===== src/inc/ocp_pkg.sv =====
/*
 * Constants, register indices, field positions and codes for one output
 * channel phase configuration slice.
 * Assumes an AXI4-Lite master with 32-bit data; each register is one word
 * at byte address four times its index.
 */
package ocp_pkg;

  // ------------------------------------------------------------------
  // Bus geometry
  // ------------------------------------------------------------------
  localparam int          ADDR_W       = 12;
  localparam int          DATA_W       = 32;
  localparam int          IDX_LSB      = 2;
  localparam int          IDX_W        = 9;
  localparam logic [1:0]  RESP_OKAY    = 2'h0;
  localparam logic [1:0]  RESP_SLVERR  = 2'h2;

  // ------------------------------------------------------------------
  // Register indices
  // ------------------------------------------------------------------
  localparam logic [8:0]  IDX_CTRL      = 9'h0C8;
  localparam logic [8:0]  IDX_DIV_LOW   = 9'h0C9;
  localparam logic [8:0]  IDX_DIV_HIGH  = 9'h0CA;
  localparam logic [8:0]  IDX_FINE      = 9'h0CB;
  localparam logic [8:0]  IDX_COARSE    = 9'h0CC;
  localparam logic [8:0]  IDX_SLIP_LOW  = 9'h0CD;
  localparam logic [8:0]  IDX_SLIP_HIGH = 9'h0CE;
  localparam logic [8:0]  IDX_SRC       = 9'h0CF;
  localparam logic [8:0]  IDX_IDLE      = 9'h0D0;
  localparam logic [8:0]  IDX_SLIP_CMD  = 9'h0D1;

  // ------------------------------------------------------------------
  // Field positions
  // ------------------------------------------------------------------
  localparam int CTRL_CHAN_EN  = 0;
  localparam int CTRL_MULTI_EN = 1;
  localparam int CTRL_MODE_LSB = 2;
  localparam int CTRL_SLIP_EN  = 5;
  localparam int CTRL_SYNC_EN  = 6;
  localparam int IDLE_DYN_DRV  = 5;
  localparam int IDLE_LVL_LSB  = 6;
  localparam int STAT_CNT_LSB  = 4;

  // ------------------------------------------------------------------
  // Reset values
  // ------------------------------------------------------------------
  localparam logic [7:0] CTRL_RST_DEVICE_CLOCK_OUTPUT = 8'h02;
  localparam logic [7:0] CTRL_RST_SREF = 8'h00;
  localparam logic [7:0] DIV_LOW_RST   = 8'h02;
  localparam logic [7:0] REG_RST       = 8'h00;

  // ------------------------------------------------------------------
  // Delay limits
  // ------------------------------------------------------------------
  localparam int          FINE_STEP_PS = 25;
  localparam logic [4:0]  FINE_MAX     = 5'h17;
  localparam logic [4:0]  COARSE_MAX   = 5'h11;
  localparam int          COARSE_TAPS  = 17;

  // ------------------------------------------------------------------
  // Codes
  // ------------------------------------------------------------------
  typedef enum logic [1:0] {
    MODE_ASYNC   = 2'h0,
    MODE_DYNAMIC = 2'h3
  } ocp_mode_t;

  typedef enum logic [1:0] {
    SRC_DIVIDER = 2'h0,
    SRC_ANALOG  = 2'h1,
    SRC_PARTNER = 2'h2,
    SRC_VCO     = 2'h3
  } ocp_src_t;

  localparam logic [1:0] IDLE_NORMAL = 2'h0;
  localparam logic [1:0] IDLE_LOW    = 2'h2;

endpackage : ocp_pkg


===== src/core/ocp_slip_repeat.sv =====
/*
 * Slip sequencer: turns slip requests into a run of one-cycle stalls of
 * the channel divider, one stall per VCO cycle of phase shift.
 * Assumes request inputs are single-cycle pulses on clock.
 */
`timescale 1ns/100ps
module ocp_slip_repeat
  import ocp_pkg::*;
#(
  parameter int CNT_W = 12
) (
  // Clock and reset
  input  wire logic             clock,
  input  wire logic             rstn,
  // Requests
  input  wire logic             manualReq,
  input  wire logic             autoReq,
  // Settings
  input  wire logic             slipEnable,
  input  wire logic             multiEnable,
  input  wire logic [CNT_W-1:0] slipCount,
  // Results
  output logic                  stall,
  output logic                  busy,
  output logic [CNT_W-1:0]      remaining
);

  typedef enum logic [0:0] {
    SR_IDLE = 1'h0,
    SR_SLIP = 1'h1
  } ocp_slip_t;

  ocp_slip_t        state_r, state_nxt;
  logic [CNT_W-1:0] remain_r, remain_nxt;
  logic [CNT_W-1:0] load;

  // ------------------------------------------------------------------
  // Next state
  // ------------------------------------------------------------------
  always_comb begin
    load       = '0;
    state_nxt  = state_r;
    remain_nxt = remain_r;
    if (slipEnable && manualReq) begin
      load = multiEnable ? slipCount : CNT_W'(1);
    end else if (slipEnable && multiEnable && autoReq) begin
      load = slipCount;
    end
    unique case (state_r)
      SR_IDLE: begin
        if (load != '0) begin
          state_nxt  = SR_SLIP;
          remain_nxt = load;
        end
      end
      SR_SLIP: begin
        remain_nxt = remain_r - CNT_W'(1);
        if (remain_r == CNT_W'(1)) begin
          state_nxt = SR_IDLE;
        end
      end
    endcase
  end

  always_ff @(posedge clock) begin
    if (!rstn) begin
      state_r  <= SR_IDLE;
      remain_r <= '0;
    end else begin
      state_r  <= state_nxt;
      remain_r <= remain_nxt;
    end
  end

  assign stall     = (state_r == SR_SLIP);
  assign busy      = stall;
  assign remaining = remain_r;

endmodule : ocp_slip_repeat


===== src/core/ocp_out_path.sv =====
/*
 * Output path: coarse flip-flop delay line, source multiplexer, idle
 * forcing and driver enable for one channel.
 * Assumes all clock-like inputs are levels sampled on clock.
 */
`timescale 1ns/100ps
module ocp_out_path
  import ocp_pkg::*;
#(
  parameter int TAPS = COARSE_TAPS
) (
  // Clock and reset
  input  wire logic       clock,
  input  wire logic       rstn,
  // Sources
  input  wire logic       divClock,
  input  wire logic       partnerClock,
  input  wire logic       vcoClock,
  // Settings
  input  wire logic [4:0] coarseCode,
  input  wire logic [1:0] sourceSel,
  input  wire logic       pulseMode,
  input  wire logic [1:0] idleLevel,
  input  wire logic       dynDriver,
  input  wire logic       chanEnable,
  input  wire logic       pulseGenActive,
  // Outputs
  output logic            channelOut,
  output logic            driverEnable
);

  logic [TAPS-1:0] tap_r, tap_nxt;
  logic [4:0]      coarseEff;
  logic            delayed;
  logic            muxOut;
  logic            out_r, out_nxt;
  logic            drv_r, drv_nxt;

  // ------------------------------------------------------------------
  // Coarse delay line
  // ------------------------------------------------------------------
  assign tap_nxt[0] = divClock;
  for (genvar i = 1; i < TAPS; i++) begin : g_tap
    assign tap_nxt[i] = tap_r[i-1];
  end

  always_comb begin
    coarseEff = (coarseCode > COARSE_MAX) ? COARSE_MAX : coarseCode;
    delayed   = (coarseEff == '0) ? divClock : tap_r[coarseEff - 5'h01];
  end

  // ------------------------------------------------------------------
  // Source select, idle level and driver
  // ------------------------------------------------------------------
  always_comb begin
    unique case (ocp_src_t'(sourceSel))
      SRC_DIVIDER: muxOut = delayed;
      SRC_ANALOG:  muxOut = delayed;
      SRC_PARTNER: muxOut = partnerClock;
      SRC_VCO:     muxOut = vcoClock;
    endcase
    out_nxt = chanEnable & muxOut;
    if (pulseMode && idleLevel == IDLE_LOW && !pulseGenActive) begin
      out_nxt = 1'b0;
    end
    if (pulseMode && dynDriver) begin
      drv_nxt = chanEnable & pulseGenActive;
    end else begin
      drv_nxt = chanEnable;
    end
  end

  always_ff @(posedge clock) begin
    if (!rstn) begin
      tap_r <= '0;
      out_r <= 1'b0;
      drv_r <= 1'b0;
    end else begin
      tap_r <= tap_nxt;
      out_r <= out_nxt;
      drv_r <= drv_nxt;
    end
  end

  assign channelOut   = out_r;
  assign driverEnable = drv_r;

endmodule : ocp_out_path


===== src/core/ocp_channel.sv =====
/*
 * One output channel: AXI4-Lite register file, 12-bit divider with slip
 * and sync handling, fine delay code and the output path.
 * Assumes clock stands for the VCO clock; event inputs are one-cycle
 * pulses synchronous to clock.
 */
//
// Contract
// Divide ratio joins upper nibble and low byte
// Fine delay codes above 23 clamp
// Coarse delay codes above 17 clamp
// Slip count split low byte, high nibble
// Multislip repeats each slip count times
// Source select: divider, analog, partner, VCO
// Ratio one passes VCO clock through
// Idle code 10 forces low, pulse mode
// Dynamic driver follows pulse generator events
// Multislip default by channel type; auto slips
// Start-up mode 00 async, 11 dynamic
// Slips need slip enable; single cycle
// Software avoids reserved bits and codes
`timescale 1ns/100ps
module ocp_channel
  import ocp_pkg::*;
#(
  parameter bit SYNC_REF = 1'b0,
  parameter int DIV_W    = 12
) (
  // Clock and reset
  input  wire logic              clock,
  input  wire logic              rstn,
  // AXI4-Lite write address
  input  wire logic [ADDR_W-1:0] awaddr,
  input  wire logic [2:0]        awprot,
  input  wire logic              awvalid,
  output logic                   awready,
  // AXI4-Lite write data
  input  wire logic [DATA_W-1:0] wdata,
  input  wire logic [3:0]        wstrb,
  input  wire logic              wvalid,
  output logic                   wready,
  // AXI4-Lite write response
  output logic [1:0]             bresp,
  output logic                   bvalid,
  input  wire logic              bready,
  // AXI4-Lite read address
  input  wire logic [ADDR_W-1:0] araddr,
  input  wire logic [2:0]        arprot,
  input  wire logic              arvalid,
  output logic                   arready,
  // AXI4-Lite read data
  output logic [DATA_W-1:0]      rdata,
  output logic [1:0]             rresp,
  output logic                   rvalid,
  input  wire logic              rready,
  // Channel events
  input  wire logic              generalInputPinSlip,
  input  wire logic              syncEvent,
  input  wire logic              pulseGenEvent,
  input  wire logic              pulseGenActive,
  input  wire logic              partnerClock,
  // Channel outputs
  output logic                   deviceClockOutput,
  output logic                   driverEnable,
  output logic [4:0]             fineDelayCode,
  output logic [DIV_W-1:0]       divideRatio,
  output logic                   slipBusy
);

  localparam logic [7:0] CTRL_RST = SYNC_REF ? CTRL_RST_SREF : CTRL_RST_DEVICE_CLOCK_OUTPUT;

  // ------------------------------------------------------------------
  // Register storage
  // ------------------------------------------------------------------
  logic [7:0] ctrl_r, ctrl_nxt;
  logic [7:0] divLow_r, divLow_nxt;
  logic [7:0] divHigh_r, divHigh_nxt;
  logic [7:0] fine_r, fine_nxt;
  logic [7:0] coarse_r, coarse_nxt;
  logic [7:0] slipLow_r, slipLow_nxt;
  logic [7:0] slipHigh_r, slipHigh_nxt;
  logic [7:0] src_r, src_nxt;
  logic [7:0] idle_r, idle_nxt;
  logic       swSlip_r, swSlip_nxt;

  // Bus state
  logic              awHeld_r, awHeld_nxt;
  logic              wHeld_r, wHeld_nxt;
  logic [IDX_W-1:0]  wIdx_r, wIdx_nxt;
  logic [7:0]        wByte_r, wByte_nxt;
  logic              wLane_r, wLane_nxt;
  logic              bvalid_r, bvalid_nxt;
  logic [1:0]        bresp_r, bresp_nxt;
  logic              rvalid_r, rvalid_nxt;
  logic [1:0]        rresp_r, rresp_nxt;
  logic [DATA_W-1:0] rdata_r, rdata_nxt;
  logic              doWrite;
  logic              wHit;
  logic [IDX_W-1:0]  rIdx;
  logic              rHit;
  logic [DATA_W-1:0] rWord;

  // Channel state
  logic [DIV_W-1:0]  divCnt_r, divCnt_nxt;
  logic              vco_r, vco_nxt;
  logic              divClock;
  logic [DIV_W-1:0]  ratio;
  logic [11:0]       slipCount;
  logic              slipStall;
  logic [11:0]       slipRemain;
  logic              pulseMode;
  logic              syncTake;
  logic              chanEn;

  // ------------------------------------------------------------------
  // Field decode
  // ------------------------------------------------------------------
  always_comb begin
    ratio     = {divHigh_r[3:0], divLow_r};
    slipCount = {slipHigh_r[3:0], slipLow_r};
    chanEn    = ctrl_r[CTRL_CHAN_EN];
    // Reserved start-up codes behave as asynchronous
    pulseMode = (ctrl_r[CTRL_MODE_LSB +: 2] == MODE_DYNAMIC);
    syncTake  = syncEvent & ctrl_r[CTRL_SYNC_EN];
    fineDelayCode = (fine_r[4:0] > FINE_MAX) ? FINE_MAX : fine_r[4:0];
  end

  // ------------------------------------------------------------------
  // AXI4-Lite write channel
  // ------------------------------------------------------------------
  assign awready = !awHeld_r && !bvalid_r;
  assign wready  = !wHeld_r && !bvalid_r;
  assign doWrite = awHeld_r && wHeld_r;

  always_comb begin
    awHeld_nxt = awHeld_r;
    wHeld_nxt  = wHeld_r;
    wIdx_nxt   = wIdx_r;
    wByte_nxt  = wByte_r;
    wLane_nxt  = wLane_r;
    bvalid_nxt = bvalid_r;
    bresp_nxt  = bresp_r;
    if (awvalid && awready) begin
      awHeld_nxt = 1'b1;
      wIdx_nxt   = awaddr[IDX_LSB +: IDX_W];
    end
    if (wvalid && wready) begin
      wHeld_nxt = 1'b1;
      wByte_nxt = wdata[7:0];
      wLane_nxt = wstrb[0];
    end
    if (doWrite) begin
      awHeld_nxt = 1'b0;
      wHeld_nxt  = 1'b0;
      bvalid_nxt = 1'b1;
      bresp_nxt  = wHit ? RESP_OKAY : RESP_SLVERR;
    end else if (bvalid_r && bready) begin
      bvalid_nxt = 1'b0;
    end
  end

  always_comb begin
    wHit = (wIdx_r >= IDX_CTRL) && (wIdx_r <= IDX_SLIP_CMD);
    ctrl_nxt     = ctrl_r;
    divLow_nxt   = divLow_r;
    divHigh_nxt  = divHigh_r;
    fine_nxt     = fine_r;
    coarse_nxt   = coarse_r;
    slipLow_nxt  = slipLow_r;
    slipHigh_nxt = slipHigh_r;
    src_nxt      = src_r;
    idle_nxt     = idle_r;
    swSlip_nxt   = 1'b0;
    if (doWrite && wLane_r) begin
      unique case (wIdx_r)
        IDX_CTRL:      ctrl_nxt     = wByte_r;
        IDX_DIV_LOW:   divLow_nxt   = wByte_r;
        IDX_DIV_HIGH:  divHigh_nxt  = wByte_r;
        IDX_FINE:      fine_nxt     = wByte_r;
        IDX_COARSE:    coarse_nxt   = wByte_r;
        IDX_SLIP_LOW:  slipLow_nxt  = wByte_r;
        IDX_SLIP_HIGH: slipHigh_nxt = wByte_r;
        IDX_SRC:       src_nxt      = wByte_r;
        IDX_IDLE:      idle_nxt     = wByte_r;
        IDX_SLIP_CMD:  swSlip_nxt   = wByte_r[0];
        default:       swSlip_nxt   = 1'b0;
      endcase
    end
  end

  // ------------------------------------------------------------------
  // AXI4-Lite read channel
  // ------------------------------------------------------------------
  assign arready = !rvalid_r;

  always_comb begin
    rIdx  = araddr[IDX_LSB +: IDX_W];
    rHit  = 1'b1;
    rWord = '0;
    unique case (rIdx)
      IDX_CTRL:      rWord[7:0] = ctrl_r;
      IDX_DIV_LOW:   rWord[7:0] = divLow_r;
      IDX_DIV_HIGH:  rWord[7:0] = divHigh_r;
      IDX_FINE:      rWord[7:0] = fine_r;
      IDX_COARSE:    rWord[7:0] = coarse_r;
      IDX_SLIP_LOW:  rWord[7:0] = slipLow_r;
      IDX_SLIP_HIGH: rWord[7:0] = slipHigh_r;
      IDX_SRC:       rWord[7:0] = src_r;
      IDX_IDLE:      rWord[7:0] = idle_r;
      IDX_SLIP_CMD: begin
        rWord[0]                    = slipStall;
        rWord[STAT_CNT_LSB +: 12]   = slipRemain;
      end
      default:       rHit = 1'b0;
    endcase
    rvalid_nxt = rvalid_r;
    rresp_nxt  = rresp_r;
    rdata_nxt  = rdata_r;
    if (arvalid && arready) begin
      rvalid_nxt = 1'b1;
      rresp_nxt  = rHit ? RESP_OKAY : RESP_SLVERR;
      rdata_nxt  = rWord;
    end else if (rvalid_r && rready) begin
      rvalid_nxt = 1'b0;
    end
  end

  // ------------------------------------------------------------------
  // Divider with slip and sync
  // ------------------------------------------------------------------
  always_comb begin
    vco_nxt    = ~vco_r;
    divCnt_nxt = divCnt_r;
    if (!chanEn || syncTake) begin
      divCnt_nxt = '0;
    end else if (!slipStall) begin
      divCnt_nxt = (divCnt_r + DIV_W'(1) >= ratio) ? '0
                                                   : divCnt_r + DIV_W'(1);
    end
    if (ratio <= DIV_W'(1)) begin
      divClock = vco_r;
    end else begin
      divClock = (divCnt_r < (ratio >> 1));
    end
  end

  always_ff @(posedge clock) begin
    if (!rstn) begin
      ctrl_r     <= CTRL_RST;
      divLow_r   <= DIV_LOW_RST;
      divHigh_r  <= REG_RST;
      fine_r     <= REG_RST;
      coarse_r   <= REG_RST;
      slipLow_r  <= REG_RST;
      slipHigh_r <= REG_RST;
      src_r      <= REG_RST;
      idle_r     <= REG_RST;
      swSlip_r   <= 1'b0;
      awHeld_r   <= 1'b0;
      wHeld_r    <= 1'b0;
      wIdx_r     <= '0;
      wByte_r    <= '0;
      wLane_r    <= 1'b0;
      bvalid_r   <= 1'b0;
      bresp_r    <= RESP_OKAY;
      rvalid_r   <= 1'b0;
      rresp_r    <= RESP_OKAY;
      rdata_r    <= '0;
      divCnt_r   <= '0;
      vco_r      <= 1'b0;
    end else begin
      ctrl_r     <= ctrl_nxt;
      divLow_r   <= divLow_nxt;
      divHigh_r  <= divHigh_nxt;
      fine_r     <= fine_nxt;
      coarse_r   <= coarse_nxt;
      slipLow_r  <= slipLow_nxt;
      slipHigh_r <= slipHigh_nxt;
      src_r      <= src_nxt;
      idle_r     <= idle_nxt;
      swSlip_r   <= swSlip_nxt;
      awHeld_r   <= awHeld_nxt;
      wHeld_r    <= wHeld_nxt;
      wIdx_r     <= wIdx_nxt;
      wByte_r    <= wByte_nxt;
      wLane_r    <= wLane_nxt;
      bvalid_r   <= bvalid_nxt;
      bresp_r    <= bresp_nxt;
      rvalid_r   <= rvalid_nxt;
      rresp_r    <= rresp_nxt;
      rdata_r    <= rdata_nxt;
      divCnt_r   <= divCnt_nxt;
      vco_r      <= vco_nxt;
    end
  end

  // ------------------------------------------------------------------
  // Slip sequencer and output path
  // ------------------------------------------------------------------
  ocp_slip_repeat #(
    .CNT_W       (12)
  ) u_slip (
    .clock       (clock),
    .rstn        (rstn),
    .manualReq   (swSlip_r | generalInputPinSlip),
    .autoReq     (syncTake | pulseGenEvent),
    .slipEnable  (ctrl_r[CTRL_SLIP_EN]),
    .multiEnable (ctrl_r[CTRL_MULTI_EN]),
    .slipCount   (slipCount),
    .stall       (slipStall),
    .busy        (slipBusy),
    .remaining   (slipRemain)
  );

  ocp_out_path #(
    .TAPS           (COARSE_TAPS)
  ) u_out (
    .clock          (clock),
    .rstn           (rstn),
    .divClock       (divClock),
    .partnerClock   (partnerClock),
    .vcoClock       (vco_r),
    .coarseCode     (coarse_r[4:0]),
    .sourceSel      (src_r[1:0]),
    .pulseMode      (pulseMode),
    .idleLevel      (idle_r[IDLE_LVL_LSB +: 2]),
    .dynDriver      (idle_r[IDLE_DYN_DRV]),
    .chanEnable     (chanEn),
    .pulseGenActive (pulseGenActive),
    .channelOut     (deviceClockOutput),
    .driverEnable   (driverEnable)
  );

  assign bvalid      = bvalid_r;
  assign bresp       = bresp_r;
  assign rvalid      = rvalid_r;
  assign rresp       = rresp_r;
  assign rdata       = rdata_r;
  assign divideRatio = ratio;

endmodule : ocp_channel


===== config.mk =====
export PLATFORM = sky130hd
export DESIGN_NAME = ocp_channel
export DESIGN_NICKNAME = d
export VERILOG_FILES = /design/src/inc/ocp_pkg.sv /design/src/core/ocp_slip_repeat.sv /design/src/core/ocp_out_path.sv /design/src/core/ocp_channel.sv
export SDC_FILE = /design/constraint.sdc
export NUM_CORES = 1
export LEC_CHECK = 0
export BUFFER_PORTS_ARGS = -buffer_cell sky130_fd_sc_hd__buf_4
export CAP_MARGIN = 10
export CORE_MARGIN = 2
export CORE_UTILIZATION = 49
export DETAILED_ROUTE_END_ITERATION = 12
export PLACE_DENSITY = 0.75
export SETUP_SLACK_MARGIN = 0.3
export SYNTH_ARGS = -nofsm -noshare
export SYNTH_HDL_FRONTEND = slang
export SYNTH_SLANG_ARGS = --single-unit

===== constraint.sdc =====
create_clock -name clock -period 3.6 [get_ports clock]
set_input_delay 0.36 -clock clock [delete_from_list [all_inputs] [get_ports clock]]
set_output_delay 0.36 -clock clock [all_outputs]
set_load 0.02 [all_outputs]

==> impl_metrics.tcl <==
set metrics [dict create \
    hold_viol_final 0 \
    hpwl_um 13600 \
    critPathCaptureType "flop" \
    cts_setup_buffers 0 \
    synth_seq_cells 158 \
    grt_pass1_wl_um 30500 \
    detail-route-antenna-nets 0 \
    fmax_ghz 0.350 \
    power_density_nw_per_um2 412 \
    drv_slew 0 \
    drtPass1Iterations 6 \
    layout-drive-gt1-share 0.165 \
    vias 6344 \
    grt_pass1_vias 5898 \
    status "finished clean" \
    core_um2 15300 \
    grt_antenna_before_repair 0 \
    ys.flop_type "dfxtp_1" \
    setup_viol 0 \
    maxCapViolations 0 \
    fin_util 0.581 \
    power_uw 3660 \
    syn_to_final_growth_pct 14.8 \
    h-tree-depth 4 \
    worstPathMaxFanout 8 \
    hold_path.class "primary input to flop" \
    crit_type "flop to flop" \
    wire_per_inst_um 16.9 \
    yosysWarningCount 0 \
    cts_tree "built" \
    netlist_area_um2 7750 \
    final.setup.tns_ps 0 \
    final_area_um2 8890 \
    pin_count 139 \
    reg2reg_slack_ps 750 \
    cp-start-kind "flop" \
    worst_pin_slew_ps 972 \
    finalCriticalPeriod_ps 2850 \
    dieWidth_um 130 \
    die_y_um 130 \
    worstPathArrival_ps 3220 \
    initialDrtViolationCount 471 \
    power_leakage_uw 0.00370 \
    avgViaCountPerCell 5.63 \
    startpoint "divCnt_r[0]$_SDFFE_PP0N_" \
    nets 1007 \
    cp_slowest_cell "dfxtp_1" \
    drc 0 \
    synthArstFlopShare 0 \
    post_dp_cell_area_um2 8350 \
    ys_seq_area_frac 0.408 \
    dieArea_um2 16800 \
    root_buffer "clkbuf_16" \
    num_rows 45 \
    finClkSkew_ps 6.31 \
    wl_um 19000 \
    cts_num_sinks 158 \
    crit_chain "nand3_1, nor2_1, nand3_1, nor2_1, xor2_1, ha_1, a211o_1, a21oi_1, o31ai_1, a21oi_2, nand2_1, o21ai_0" \
    diodes 0 \
    timing.rr.start "divCnt_r[0]$_SDFFE_PP0N_" \
    grt-ovfl-total 0 \
    n_fill_cell 1415 \
    synth_cell_types 66 \
    vdd_drop_max_uv 357 \
    grt_max_degree 56 \
    clk_pin_slew_ps 60 \
    rsz0062_at_grt "no" \
    gr-usage-all-layers 0.233 \
    hold_start "rready" \
    clock_latency_ps 430 \
    clock_path_buffers 2 \
    slew_headroom 0.349 \
    fin_crit_sh 0.793 \
    numPortBuffers 81 \
    syn_inst 853 \
    hold-worst-slack_ps 105 \
    start_util 0.506 \
    synth.avg_cell_area_um2 9.08 \
    synth-edff-count 0 \
    slowest_delay_ps 460 \
    cp.required_ps 3970 \
    gp_congestion 0.879 \
    numCtsBuffers 17 \
]
stage by stage:
step | instances | setup slack (ps)
after floorplan | 870 | 952
after global placement | 1095 | 663
after detailed placement | 1095 | 592
after CTS | 1127 | 564
after global routing | 1127 | 432
final | 1127 | 745
per-layer routing:
| layer | vias up | global-route usage | share of wire |
|---|---|---|---|
| met2 | 208 | 0.371 | 0.46 |
| li1 | 3080 | - | - |
| met3 | 26 | 0.0467 | 0.060 |
| met4 | 0 | 0.0778 | 0.018 |
| met5 | - | 0 | 0 |
| met1 | 3030 | 0.320 | 0.46 |
cell usage after synthesis, drive strengths merged (20+ instances only):
master  instances  area share
inv            22       0.011
nor3           20       0.019
a21oi          51       0.033
nand2          80       0.039
and2           21       0.017
nor2          117       0.058
mux2i          80        0.10
ha             26       0.042
buf            31       0.027
dfxtp         158        0.41
clkbuf         39       0.019
registers in the layout, summed over array words and instances (netlist names), 9 cells and up:
| register | count |
|---|---|
| divCnt_r | 12 |
| rdata | 16 |
| u_out.tap_r | 17 |
| u_slip.remaining | 12 |
| wIdx_r | 9 |
timing repair:
item | in CTS | in global routing
gates resized for setup | 0 | 1
endpoints found under the setup margin | 0 | 8
hold buffers | 0 | 0
where the power goes:
part / switching (uW) / internal [uW] / total (uW)
sequential: 44.4 / 1770 / 1820
combinational: 125 / 75.3 / 200
clock: 711 / 933 / 1640
path summary, 6_finish.rpt:
path	end	depth (start not counted)
setup / recovery	divCnt_r[2]$_SDFFE_PP0N_	12
hold / removal	rvalid$_SDFFE_PN0P_	2
setup reg to reg	divCnt_r[2]$_SDFFE_PP0N_	12
hold reg to reg	wIdx_r[7]$_SDFFE_PN0P_	2
worst max-delay path, delay by kind of cell, from the launching register on:
kind                     cells  cell delay [ps]
AO/OA/AOI/OAI                5             1140
AND/OR/NAND/NOR              5              680
flip-flops                   1              460
adder cells (fa/ha/maj)      1              290
XOR/XNOR                     1              230
placed cells by master, fill, tap and decap left out, types with 4 or more instances in the layout:
cell type,instances
and2_1,21
clkinv_2,4
clkbuf_16,17
xor2_1,5
nor3_1,15
xnor2_1,6
o211ai_1,4
nor3b_1,4
a221oi_1,7
a22o_1,7
a211oi_1,11
nand2b_1,16
nor4_1,4
dfxtp_1,158
a21o_1,10
o21ai_0,16
a31oi_1,11
ha_1,26
inv_1,22
mux4_2,13
a21oi_1,50
nor2_1,116
nand3_1,17
nand2_1,79
nor2b_1,8
a22oi_1,12
nand4_1,4
clkinvlp_4,4
buf_4,84
mux2_2,9
mux2i_1,80
conb_1,18
cell families (layout without fill, tap and decap cells):
kind of cell | Yosys count | after routing | synth area share
flip-flops | 158 | 158 | 0.408
AO/OA/AOI/OAI | 153 | 153 | 0.130
AND/OR/NAND/NOR | 309 | 309 | 0.195
XOR/XNOR | 11 | 11 | 0.0124
other | 1 | 18 | 0.000484
adder cells (fa/ha/maj) | 26 | 26 | 0.0420
buffers and inverters | 93 | 139 | 0.0572
multiplexers | 102 | 102 | 0.154
area by class of cell:
type,instances,area [um2],share of cell area
clock inverters,9,62.6,0.00703
well taps,211,264,0.0297
flip-flops and latches,158,3160,0.356
clock buffers,23,478,0.0537
multi-input cells,619,4210,0.473
inverters,23,87.6,0.00985
repair buffers,84,631,0.0709
(Power assumes the default switching activity.)
